### src/hw/srfc_map.svh
// Register map, field positions, reset values and answer codes of the receive frame block.
// Assumes a 32-bit AXI4-Lite slave port with word-aligned byte addresses.
`ifndef SRFC_MAP_SVH
`define SRFC_MAP_SVH
// Byte offsets
`define SRFC_OFS_RFC     8'h00
`define SRFC_OFS_CTRL    8'h04
`define SRFC_OFS_STAT    8'h08
`define SRFC_OFS_DATA    8'h0c
// Writable bits of the frame control register
`define SRFC_RFC_WMASK   32'hffff7ff0
`define SRFC_RFC_RESET   32'h00000000
// Control and status bit positions
`define SRFC_CTRL_EN     0
`define SRFC_STAT_BUSY   0
`define SRFC_STAT_AVAIL  1
`define SRFC_STAT_OVR    2
`define SRFC_STAT_PH2    3
// Answers
`define SRFC_RESP_OKAY   2'h0
`define SRFC_RESP_SLVERR 2'h2
`endif

### src/hw/srfc_pkg.sv
// Types shared by the receive frame block.
// Assumes the map header supplies every numeric constant.
package srfc_pkg;
  // Frame control register layout, bit 31 first
  typedef struct packed {
    logic       phase_dual;  // Dual-phase frame
    logic [6:0] len2;        // Phase-2 words minus one
    logic [2:0] wsz2;        // Phase-2 word size code
    logic [1:0] xmode;       // Expansion and bit order
    logic       sync_ign;    // Extra sync ignore
    logic [1:0] dly;         // First bit delay
    logic       rsv15;       // Reserved
    logic [6:0] len1;        // Phase-1 words minus one
    logic [2:0] wsz1;        // Phase-1 word size code
    logic       rev;         // 32-bit reverse enable
    logic [3:0] rsv;         // Reserved
  } srfc_ctl_t;
  // Receive sequencer states
  typedef enum logic [1:0] {SRFC_IDLE, SRFC_DELAY, SRFC_DATA} srfc_state_t;
  // Link pins after synchronisation
  typedef struct packed {
    logic bclk;
    logic fsync;
    logic din;
  } srfc_link_t;
endpackage

### src/hw/srfc_rx_frame.sv
// Receive frame parser with AXI4-Lite registers and a two-entry word buffer.
// Assumes bit clock, frame sync and data come from an external source, far slower
// than CLOCK; data and sync are sampled on the rising bit clock edge.
`include "srfc_map.svh"
module srfc_rx_frame (
  // System
  input  wire logic        CLOCK,
  input  wire logic        RESET_N,
  // AXI4-Lite write address and data
  input  wire logic        AWVALID,
  output logic             AWREADY,
  input  wire logic [7:0]  AWADDR,
  input  wire logic        WVALID,
  output logic             WREADY,
  input  wire logic [31:0] WDATA,
  input  wire logic [3:0]  WSTRB,
  // AXI4-Lite write response
  output logic             BVALID,
  input  wire logic        BREADY,
  output logic [1:0]       BRESP,
  // AXI4-Lite read
  input  wire logic        ARVALID,
  output logic             ARREADY,
  input  wire logic [7:0]  ARADDR,
  output logic             RVALID,
  input  wire logic        RREADY,
  output logic [31:0]      RDATA,
  output logic [1:0]       RRESP,
  // Serial link
  input  wire logic        RX_BCLK,
  input  wire logic        RX_FSYNC,
  input  wire logic        RX_DIN
);
  //////////////////////////////////////////////////////////////////////////////
  // Functions

  // Bits per word for a size code; reserved codes fall back to 8
  function automatic logic [5:0] size_bits(input logic [2:0] c);
    case (c)
      3'h0:    size_bits = 6'h08;
      3'h1:    size_bits = 6'h0c;
      3'h2:    size_bits = 6'h10;
      3'h3:    size_bits = 6'h14;
      3'h4:    size_bits = 6'h18;
      3'h5:    size_bits = 6'h20;
      default: size_bits = 6'h08;
    endcase
  endfunction

  // Mu-law code to 16-bit linear sample
  function automatic logic [15:0] mu_expand(input logic [7:0] c);
    logic [7:0]  x;
    logic [15:0] t;
    x = ~c;
    t = ({9'h000, x[3:0], 3'h0} + 16'h0084) << x[6:4];
    mu_expand = x[7] ? 16'h0084 - t : t - 16'h0084;
  endfunction

  // A-law code to 16-bit linear sample
  function automatic logic [15:0] a_expand(input logic [7:0] c);
    logic [7:0]  x;
    logic [15:0] t;
    x = c ^ 8'h55;
    t = {8'h00, x[3:0], 4'h0};
    if (x[6:4] == 3'h0)
      t = t + 16'h0008;
    else
      t = (t + 16'h0108) << (x[6:4] - 3'h1);
    a_expand = x[7] ? t : 16'h0000 - t;
  endfunction

  //////////////////////////////////////////////////////////////////////////////
  // Registers and state

  srfc_pkg::srfc_ctl_t   ctl_q;        // Frame control register
  logic                  en_q;         // Receiver enable
  logic                  ovr_q;        // Word lost to a full buffer
  srfc_pkg::srfc_link_t  s1_q;         // First synchroniser stage
  srfc_pkg::srfc_link_t  s2_q;         // Second synchroniser stage
  logic                  bclk_old_q;   // Previous bit clock level
  logic                  fs_old_q;     // Sync level at previous bit edge
  srfc_pkg::srfc_state_t st_q, st_d;   // Sequencer state
  logic                  ph2_q, ph2_d; // In phase 2
  logic [6:0]            wcnt_q, wcnt_d; // Words done in this phase
  logic [5:0]            bcnt_q, bcnt_d; // Bits done in this word
  logic [1:0]            dcnt_q, dcnt_d; // Delay bits left
  logic [31:0]           sr_q, sr_d;   // Shift register
  logic [31:0]           mem [2];      // Word buffer
  logic                  wp_q, rp_q;   // Buffer pointers
  logic [1:0]            cnt_q;        // Buffer fill
  logic                  aw_q, w_q;    // Write address and data held
  logic [7:0]            awa_q;        // Held write address
  logic [31:0]           wd_q;         // Held write data

  //////////////////////////////////////////////////////////////////////////////
  // Link synchroniser and bit clock edge

  // Two flip-flops per pin; only stage two feeds logic
  always_ff @(posedge CLOCK or negedge RESET_N)
  begin
    if (!RESET_N)
    begin
      s1_q       <= '0;
      s2_q       <= '0;
      bclk_old_q <= 1'b0;
    end
    else
    begin
      s1_q       <= '{RX_BCLK, RX_FSYNC, RX_DIN};
      s2_q       <= s1_q;
      bclk_old_q <= s2_q.bclk;
    end
  end

  wire bit_en  = s2_q.bclk & ~bclk_old_q;          // Rising bit clock
  wire fs_rise = bit_en & s2_q.fsync & ~fs_old_q;  // New sync pulse

  //////////////////////////////////////////////////////////////////////////////
  // Frame sequencer decode

  wire       busy     = st_q != srfc_pkg::SRFC_IDLE;
  wire       sync_go  = fs_rise & en_q & (~busy | ~ctl_q.sync_ign);
  // Phase of the bit now taken; a sync restarts in phase 1. Reading ph2_d here would loop.
  wire       cur_ph2  = ph2_q & ~sync_go;
  wire [2:0] cur_wsz  = cur_ph2 ? ctl_q.wsz2 : ctl_q.wsz1;
  wire [5:0] wbits    = size_bits(cur_wsz);
  wire       w8       = cur_wsz == 3'h0;
  wire [1:0] mode     = w8 ? ctl_q.xmode : 2'h0;
  wire       rev32    = ctl_q.rev & (wbits == 6'h20);
  wire       lsb_in   = (mode == 2'h1) | rev32;
  wire [1:0] dly_code = (ctl_q.dly == 2'h3) ? 2'h2 : ctl_q.dly;
  wire [6:0] last_w   = cur_ph2 ? ctl_q.len2 : ctl_q.len1;
  wire [31:0] wmask   = 32'hffffffff >> (6'h20 - wbits); // Drops bits of older words
  wire [31:0] lsb_val = sr_d >> (6'h20 - wbits);
  wire [31:0] raw_val = lsb_in ? lsb_val : (sr_d & wmask);

  logic       take;     // Current bit belongs to the word
  logic       done;     // Word complete this bit
  logic [31:0] word;    // Formatted word

  // Next-state logic for the sequencer, evaluated at each bit edge
  always_comb
  begin
    st_d   = st_q;
    ph2_d  = ph2_q;
    wcnt_d = wcnt_q;
    bcnt_d = bcnt_q;
    dcnt_d = dcnt_q;
    sr_d   = sr_q;
    take   = 1'b0;
    done   = 1'b0;
    if (!en_q)
      st_d = srfc_pkg::SRFC_IDLE;
    else if (bit_en)
    begin
      if (sync_go)
      begin
        // A fresh frame, or a restart of the current one
        ph2_d  = 1'b0;
        wcnt_d = 7'h00;
        bcnt_d = 6'h00;
        sr_d   = 32'h0;
        dcnt_d = dly_code;
        take   = dly_code == 2'h0;
        st_d   = take ? srfc_pkg::SRFC_DATA : srfc_pkg::SRFC_DELAY;
      end
      else if (st_q == srfc_pkg::SRFC_DELAY)
      begin
        dcnt_d = dcnt_q - 2'h1;
        take   = dcnt_q == 2'h1;
        if (take)
          st_d = srfc_pkg::SRFC_DATA;
      end
      else if (st_q == srfc_pkg::SRFC_DATA)
        take = 1'b1;
    end
    if (take)
    begin
      // Shift at the top when bits arrive LSB first
      sr_d   = lsb_in ? {s2_q.din, sr_d[31:1]} : {sr_d[30:0], s2_q.din};
      bcnt_d = bcnt_d + 6'h01;
      if (bcnt_d == wbits)
      begin
        done   = 1'b1;
        bcnt_d = 6'h00;
        if (wcnt_d == last_w)
        begin
          wcnt_d = 7'h00;
          if (!ph2_d && ctl_q.phase_dual)
            ph2_d = 1'b1;
          else
          begin
            // Frame complete; the phase flag returns with the idle state
            st_d  = srfc_pkg::SRFC_IDLE;
            ph2_d = 1'b0;
          end
        end
        else
          wcnt_d = wcnt_d + 7'h01;
      end
    end
  end

  // Word formatting: expansion applies only to 8-bit words
  always_comb
  begin
    case (mode)
      2'h2:    word = {16'h0, mu_expand(sr_d[7:0])};
      2'h3:    word = {16'h0, a_expand(sr_d[7:0])};
      default: word = raw_val;
    endcase
  end

  // Sequencer registers
  always_ff @(posedge CLOCK or negedge RESET_N)
  begin
    if (!RESET_N)
    begin
      st_q   <= srfc_pkg::SRFC_IDLE;
      ph2_q  <= 1'b0;
      wcnt_q <= 7'h00;
      bcnt_q <= 6'h00;
      dcnt_q <= 2'h0;
      sr_q   <= 32'h0;
    end
    else
    begin
      st_q   <= st_d;
      ph2_q  <= ph2_d;
      wcnt_q <= wcnt_d;
      bcnt_q <= bcnt_d;
      dcnt_q <= dcnt_d;
      sr_q   <= sr_d;
    end
  end

  // Sync level is remembered only at bit edges so a long pulse counts once
  always_ff @(posedge CLOCK or negedge RESET_N)
  begin
    if (!RESET_N)
      fs_old_q <= 1'b0;
    else if (bit_en)
      fs_old_q <= s2_q.fsync;
  end

  //////////////////////////////////////////////////////////////////////////////
  // Two-entry buffer; the link cannot be stalled, so a full buffer drops the word

  wire in_ready = cnt_q != 2'h2;
  wire push     = done & in_ready;
  wire out_vld  = cnt_q != 2'h0;
  logic pop;

  // Buffer pointers and fill count
  always_ff @(posedge CLOCK or negedge RESET_N)
  begin
    if (!RESET_N)
    begin
      wp_q  <= 1'b0;
      rp_q  <= 1'b0;
      cnt_q <= 2'h0;
    end
    else
    begin
      wp_q  <= wp_q ^ push;
      rp_q  <= rp_q ^ pop;
      cnt_q <= cnt_q + {1'b0, push} - {1'b0, pop};
    end
  end

  // Data array needs no reset; the fill count guards it
  always_ff @(posedge CLOCK)
  begin
    if (push)
      mem[wp_q] <= word;
  end

  //////////////////////////////////////////////////////////////////////////////
  // AXI4-Lite write channel

  assign AWREADY = ~aw_q & ~BVALID;
  assign WREADY  = ~w_q & ~BVALID;
  wire   wr_go   = aw_q & w_q & ~BVALID;
  wire   wr_rfc  = wr_go & (awa_q == `SRFC_OFS_RFC);
  wire   wr_ctrl = wr_go & (awa_q == `SRFC_OFS_CTRL);
  wire   wr_stat = wr_go & (awa_q == `SRFC_OFS_STAT);
  wire   wr_ok   = wr_rfc | wr_ctrl | wr_stat;
  logic  [3:0] wstrb_q; // Held byte enables
  wire [31:0] bmask = {{8{wstrb_q[3]}}, {8{wstrb_q[2]}}, {8{wstrb_q[1]}}, {8{wstrb_q[0]}}};
  wire [31:0] rfc_mask = bmask & `SRFC_RFC_WMASK;
  wire   ovr_clr = wr_stat & bmask[`SRFC_STAT_OVR] & wd_q[`SRFC_STAT_OVR];

  // Capture address and data in either order, then answer
  always_ff @(posedge CLOCK or negedge RESET_N)
  begin
    if (!RESET_N)
    begin
      aw_q   <= 1'b0;
      w_q    <= 1'b0;
      awa_q  <= 8'h00;
      wd_q   <= 32'h0;
      wstrb_q <= 4'h0;
      BVALID <= 1'b0;
      BRESP  <= `SRFC_RESP_OKAY;
    end
    else
    begin
      if (AWVALID && AWREADY)
      begin
        aw_q  <= 1'b1;
        awa_q <= {AWADDR[7:2], 2'b00};
      end
      if (WVALID && WREADY)
      begin
        w_q  <= 1'b1;
        wd_q <= WDATA;
        wstrb_q <= WSTRB;
      end
      if (wr_go)
      begin
        aw_q   <= 1'b0;
        w_q    <= 1'b0;
        BVALID <= 1'b1;
        BRESP  <= wr_ok ? `SRFC_RESP_OKAY : `SRFC_RESP_SLVERR;
      end
      else if (BREADY)
        BVALID <= 1'b0;
    end
  end

  // Software-visible control state
  always_ff @(posedge CLOCK or negedge RESET_N)
  begin
    if (!RESET_N)
    begin
      ctl_q <= `SRFC_RFC_RESET;
      en_q  <= 1'b0;
      ovr_q <= 1'b0;
    end
    else
    begin
      if (wr_rfc)
        ctl_q <= (ctl_q & ~rfc_mask) | (wd_q & rfc_mask);
      if (wr_ctrl && bmask[`SRFC_CTRL_EN])
        en_q <= wd_q[`SRFC_CTRL_EN];
      // A lost word in the clearing cycle keeps the flag set
      if (done && !in_ready)
        ovr_q <= 1'b1;
      else if (ovr_clr)
        ovr_q <= 1'b0;
    end
  end

  //////////////////////////////////////////////////////////////////////////////
  // AXI4-Lite read channel

  assign ARREADY = ~RVALID;
  wire   rd_go   = ARVALID & ARREADY;
  wire [7:0] ra  = {ARADDR[7:2], 2'b00};
  wire [31:0] stat_val = {28'h0, ph2_q, ovr_q, out_vld, busy};
  assign pop = rd_go & (ra == `SRFC_OFS_DATA) & out_vld;

  // Read answer one cycle after the address is taken; data reads pop the buffer
  always_ff @(posedge CLOCK or negedge RESET_N)
  begin
    if (!RESET_N)
    begin
      RVALID <= 1'b0;
      RDATA  <= 32'h0;
      RRESP  <= `SRFC_RESP_OKAY;
    end
    else if (rd_go)
    begin
      RVALID <= 1'b1;
      RRESP  <= `SRFC_RESP_OKAY;
      if (ra == `SRFC_OFS_RFC)
        RDATA <= ctl_q & `SRFC_RFC_WMASK;
      else if (ra == `SRFC_OFS_CTRL)
        RDATA <= {31'h0, en_q};
      else if (ra == `SRFC_OFS_STAT)
        RDATA <= stat_val;
      else if (ra == `SRFC_OFS_DATA)
        RDATA <= out_vld ? mem[rp_q] : 32'h0;
      else
      begin
        RDATA <= 32'h0;
        RRESP <= `SRFC_RESP_SLVERR;
      end
    end
    else if (RREADY)
      RVALID <= 1'b0;
  end
endmodule

### config.mk
export PLATFORM = sky130hd
export DESIGN_NAME = srfc_rx_frame
export DESIGN_NICKNAME = d
export VERILOG_FILES = /design/src/hw/srfc_pkg.sv /design/src/hw/srfc_rx_frame.sv
export VERILOG_INCLUDE_DIRS = /design/src /design/src/hw
export SDC_FILE = /design/constraint.sdc
export NUM_CORES = 1
export LEC_CHECK = 0
export BUFFER_PORTS_ARGS = -buffer_cell sky130_fd_sc_hd__clkbuf_2
export CORE_MARGIN = 3
export CORE_UTILIZATION = 55
export CTS_CLUSTER_DIAMETER = 30
export DETAILED_ROUTE_END_ITERATION = 6
export PLACE_DENSITY = 0.83
export REMOVE_ABC_BUFFERS = 1
export SLEW_MARGIN = 20
export SYNTH_ARGS = -nofsm -noshare
export SYNTH_HDL_FRONTEND = slang
export SYNTH_SLANG_ARGS = --single-unit
### constraint.sdc
create_clock -name CLOCK -period 7.9 [get_ports CLOCK]
set_clock_uncertainty 0.05 [all_clocks]
set_input_delay 0 -clock CLOCK [delete_from_list [all_inputs] [get_ports CLOCK]]
set_output_delay 0 -clock CLOCK [all_outputs]
set_load 0.03 [all_outputs]
==> results of run 1 <==
## cell families (layout without fill, tap and decap cells)
kind of cell | after synthesis | after routing | share of synthesized area (%)
other | 1 | 2 | 0.0285
adders and majority gates | 19 | 19 | 1.81
AOI/OAI and AO/OA | 382 | 382 | 19.4
and+or+nand+nor | 333 | 333 | 11.9
buffers and inverters | 126 | 284 | 4.37
muxes | 164 | 164 | 13.3
xor gates and xnor gates | 38 | 38 | 2.53
DFF | 232 | 232 | 46.6
## cells in the mapped netlist (all sizes together), types with 9 or more instances
library cell,n
nor4,10
nand2,107
and2,14
o22ai,14
o211ai,16
nand4,10
and3,10
o21a,30
xnor2,27
a211oi,32
a22oi,9
nand3,27
a21oi,63
inv,34
o31ai,12
a31oi,18
mux2,71
clkbuf,52
xor2,11
edfxtp,64
mux2i,92
or3,9
nor3,15
o21ai,130
ha,19
buf,37
dfrtp,168
nor2,101
## worst paths after layout
path	start	to	slack (ns)	cells after the start
worst max-delay path	en_q	mem[1][9]	0.72	21
worst min-delay path	ARVALID	RVALID	0.07	4
worst max register to register	en_q	mem[1][9]	0.72	21
worst min register to register	s1_q[1]	s2_q[1]	0.29	0
max in group asynchronous	RESET_N	bcnt_q[0]	6.13	3
min in group asynchronous	RESET_N	RDATA[30]	0.10	2
## through the flow
stage	utilization (%)	power, W	setup TNS, ns	std cells	setup WS, ns
after detailed placement	60.0	0.00329	0	1642	1.13
after floorplan	-	0.00279	-21.87	1207	-1.20
after CTS	67.8	0.00497	0	1767	1.08
final	67.8	0.00509	0	1767	0.718
after global placement	60.0	0.00324	0	1642	1.39
after global routing	67.8	0.00529	0	1767	0.419
## where the power goes
group / switching [W] / internal, W / leakage, nW / total [W]
clock: 0.000636 / 0.00103 / 0.620 / 0.00167
sequential: 0.000274 / 0.00150 / 2.68 / 0.00177
combinational: 0.00102 / 0.000625 / 2.97 / 0.00165
total: 0.00193 / 0.00316 / 6.27 / 0.00509
## timing repair
action,in CTS,in global routing
hold buffers,51,0
setup endpoints to repair,0,0
hold endpoints to repair,139,0
## critical path: stages, from the launching register on
cell,delay (ns)
dfrtp_1,0.49
nand3b_1,0.26
o31ai_2,0.83
o31ai_1,0.26
a211o_1,0.42
ha_1,0.31
nand4_1,0.15
a21oi_4,0.10
a22o_2,0.36
a211oi_1,0.44
or2_1,0.55
buf_4,0.32
a21oi_1,0.06
o21ai_0,0.38
ha_1,0.28
nand2_1,0.08
nor3_1,0.14
o211ai_1,0.15
o21bai_1,0.33
a31oi_1,0.15
xnor2_1,0.17
o31ai_1,0.60
## final cells by class
| type | count | area [µm²] |
|---|---|---|
| inverter | 37 | 143 |
| clock inverter | 23 | 221 |
| tap | 313 | 392 |
| fill | 1596 | 7430 |
| sequential | 232 | 6130 |
| multi-input combinational | 938 | 6480 |
| timing repair buffer | 173 | 1200 |
| clock buffer | 51 | 1060 |
## metal layers
metal / track usage (%) / part of all wire, % / up-vias
li1: - / - / 5044
met1: 38.7 / 37 / 5659
met2: 51.1 / 48 / 828
met3: 5.62 / 9.7 / 179
met4: 15.3 / 5.2 / 0
met5: 0 / 0 / -
==> impl_metrics.yaml, run 1 <==
cts:
  cts_setup_buffers: 0
  clockBufferDepth: 3
  cts-buffers-inserted: 40
  tritoncts_num_sinks: 232
  cts_htree_levels: 2
  cts.repair.resized: 0
  clkSlewWorstSetupHoldPaths_ns: 0.05
  worst_skew_pair.late_latency_ns: 0.53
  cts_tree: "done"
  clock_tree.root_cell: "clkbuf_16"
finish:
  area_delta_synth_final_pct: 18.9
  finalInstanceArea_um2: 15600
  diodes: 0
  final_common_cell: "dfrtp_1"
  finish.net_count: 1503
  final_cell_mix: "167 x dfrtp_1, 122 x o21ai_0, 107 x nand2_1"
  drive_above_1_share_pct: 20.2
synthesis:
  netlist_instances: 1295
  yosys_warns: 0
  synth.distinct_cells: 84
  synth-seq-area-share_pct: 46.6
  ys_top_cells_by_area: "dfrtp_1 32%, edfxtp_1 15%, mux2i_1 6.9%"
  postSynthAreaPerCell_um2: 10.1
  yosysTopAreaCellShare_pct: 32.0
  ys_async_sr_fraction_pct: 72.4
  synth-edff-count: 64
  synth_ff_type: "dfrtp_1"
  mappedNetlistArea_um2: 13100
  synth_seq_cells: 232
  synthDominantAreaCellType: "dfrtp_1"
power:
  leakage_nw: 6.27
  pwr_density_cell_nw_per_um2: 326
  ir_worst_vdd_uv: 177
run_status:
  outcome: "finished, final reports clean"
detailed_routing:
  totalWireLength_um: 40400
  detailedRoute.firstIterationViolations: 1399
  wl_per_cell_um: 22.8
  via_per_inst: 6.63
  vias: 11700
  dr.pass1.iters: 7
  antenna_violating_nets_post_route: 0
  drc: 0
setup_path:
  worstSetupEndpointType: "register"
  critPathKind: "reg2reg"
  required_ns: 8.07
  crit_fanout: 16
  worst_path_arrival_time_ns: 7.36
  setup.worst_path.start_class: "register"
sta:
  fin_crit_ns: 7.18
  grt_setup_unrepaired: "false"
  setup_violations: 0
  drv_slew: 0
  hold_viol: 0
  worst_pin_slew_ns: 1.01
  finalCritPeriodShare_pct: 90.9
  fin_hold_ws_ns: 0.0675
  max-slew-margin-rel_pct: 32.7
  fmaxAchievable_ghz: 0.139
floorplanning:
  initial_utilization_pct: 57.0
  design.portCount: 103
  die_area_um2: 25800
  core_area_um2: 23100
  die_w_um: 161
  die_height_um: 161
  num_rows: 55
place:
  placed_area_um2: 13800
  detailed_place_hpwl_um: 24200
  placement.io_buffers: 93
  routabilityCongestion: 0.971
grt:
  pin_count_of_the_biggest_net_entering_global_routing: 90
  global_route.overflow_total: 0
  vias_in_the_first_global_route: 11400
  initial_antenna_violation_count: 0
  global_route.usage.total_pct: 30.7
  grt_pass1_wl_um: 63700
min_path:
  timing.hold.worst.class: "in2reg"
flow_run:
  max_cap_viol_count: 0
(Power assumes the default switching activity.)
==> run 2, diff against run 1 <==
ABC_CLOCK_PERIOD_IN_PS = 7900   (was default)
MAX_ROUTING_LAYER = met4   (was default)
==> run 2 against run 1 <==
The run now ends with DRC left. Sequential power hardly changed. Utilization is 0.22 points higher. Power is 1.7% higher. Via count is 0.40% lower. First-iteration DRC count is 6.4% higher. Final area is 0.33% higher. Non-clock buffer count is 1 lower. Setup slack better by 0.26 ns. Global-route usage is 1.3 points higher. Fmax is 3.8% higher. Cell count is 0.23% lower.
==> impl_metrics.yaml, run 2 (same netlist as run 1, synthesis figures left out) <==
power:
  ir_worst_vdd_uv: 199
  power.total_w: 0.00518
  leakage_nw: 6.31
  pwr_density_cell_nw_per_um2: 330
finish:
  final_cell_mix: "167 x dfrtp_1, 122 x o21ai_0, 107 x nand2_1"
  area_delta_synth_final_pct: 19.3
  final_core_utilization_pct: 68.0
  drive_above_1_share_pct: 20.5
  final_common_cell: "dfrtp_1"
  diodes: 0
  finish.net_count: 1501
  nFillCells: 1578
cts:
  clock_tree.root_cell: "clkbuf_16"
  cts-buffers-inserted: 39
  cts_setup_buffers: 0
  cts_tree: "done"
  clkSlewWorstSetupHoldPaths_ns: 0.06
  hold_buffer_count_at_cts: 52
  worst_skew_pair.late_latency_ns: 0.53
  clockBufferDepth: 3
  tritoncts_num_sinks: 232
  cts.repair.resized: 0
  cts_htree_levels: 2
detailed_routing:
  totalWireLength_um: 40900
  dr.pass1.iters: 7
  wl_per_cell_um: 23.2
  via_per_inst: 6.62
  vias: 11700
  drc: 2
  detailedRoute.firstIterationViolations: 1488
  antenna_violating_nets_post_route: 0
place:
  detailedPlace.worstSlack_ns: 1.36
  detailed_place_hpwl_um: 23900
  placement.io_buffers: 93
  routabilityCongestion: 0.961
setup_path:
  required_ns: 8.09
  worst-r2r-cell-count: 22
  regToRegSetupSlack_ns: 0.98
  crit_fanout: 30
  worst_path_arrival_time_ns: 7.11
  setup.worst_path.start_class: "register"
  critPathKind: "reg2reg"
  worstSetupEndpointType: "register"
sta:
  max-slew-margin-rel_pct: 26.4
  worst_pin_slew_ns: 1.10
  setup_violations: 0
  fin_crit_ns: 6.92
  finalCritPeriodShare_pct: 87.6
  fin_hold_ws_ns: 0.0767
  timing.final.ws_setup_ns: 0.982
  drv_slew: 0
  hold_viol: 0
  fmaxAchievable_ghz: 0.145
  grt_setup_unrepaired: "false"
run_status:
  violations: "DRC"
  outcome: "finished with violations"
grt:
  vias_in_the_first_global_route: 11500
  initial_antenna_violation_count: 0
  pin_count_of_the_biggest_net_entering_global_routing: 97
  grt_pass1_wl_um: 64500
  global_route.usage.total_pct: 32.0
  global_route.overflow_total: 0
floorplanning:
  die_w_um: 161
  die_height_um: 161
  design.portCount: 103
  core_area_um2: 23100
  num_rows: 55
  die_area_um2: 25800
  initial_utilization_pct: 57.0
min_path:
  min_path_cells: 5
  timing.hold.worst.class: "in2reg"
flow_run:
  max_cap_viol_count: 0
[run 2: cell type report]
class / instances / area [µm²] / share of cell area (%)
clock buffers: 45 / 1060 / 6.77
clock inverters: 26 / 282 / 1.80
inverters: 37 / 143 / 0.910
multi-input cells: 938 / 6470 / 41.3
flip-flops and latches: 232 / 6130 / 39.1
well taps: 313 / 392 / 2.50
repair buffers: 172 / 1190 / 7.62
[run 2: worst paths after layout]
| kind | startpoint | to |
|---|---|---|
| max in group asynchronous | RESET_N | rp_q |
| min in group asynchronous | RESET_N | RDATA[23] |
| max | en_q | mem[0][10] |
| min reg2reg | s1_q[1] | s2_q[1] |
| max reg2reg | en_q | mem[0][10] |
| min | ARADDR[4] | RDATA[0] |
[run 2: critical path, cell delays in order, from the launching register on]
cell and delay (ns):
dfrtp_1 0.49, nand3b_1 0.26, o31ai_2 0.29, buf_4 0.32, o31ai_1 0.16, a211o_1 0.38, ha_1 0.31, nand4_1 0.19
a21oi_4 0.12, a22o_2 0.37, a211oi_1 0.49, or2_1 0.19, buf_4 0.31, inv_2 0.31, ha_1 0.40, buf_4 0.20
mux2i_1 0.15, and3_1 0.24, a2111oi_4 0.50, nor2_1 0.14, a21oi_1 0.21, xnor2_1 0.09, a221oi_1 0.49
[run 2: where the power goes]
group | leakage, nW | switching, W | internal, W | total, W
sequential | 2.68 | 0.000276 | 0.00150 | 0.00178
combinational | 2.96 | 0.00103 | 0.000626 | 0.00166
clock | 0.665 | 0.000659 | 0.00109 | 0.00174
total | 6.31 | 0.00196 | 0.00321 | 0.00518
[run 2: metal layers]
layer	vias up	part of all wire [%]	GRT usage, %
li1	5027	-	-
met3	195	9.4	6.01
met2	799	48	51.6
met5	-	0	-
met4	0	5.3	15.2
met1	5642	37	39.0
[run 2: through the flow]
step                      std cells  setup TNS, ns  instance area [µm²]
after floorplan                1207         -21.87                12700
after global placement         1640              0                13800
after detailed placement       1640              0                13800
after CTS                      1763              0                15700
after global routing           1763              0                15700
final                          1763              0                15700
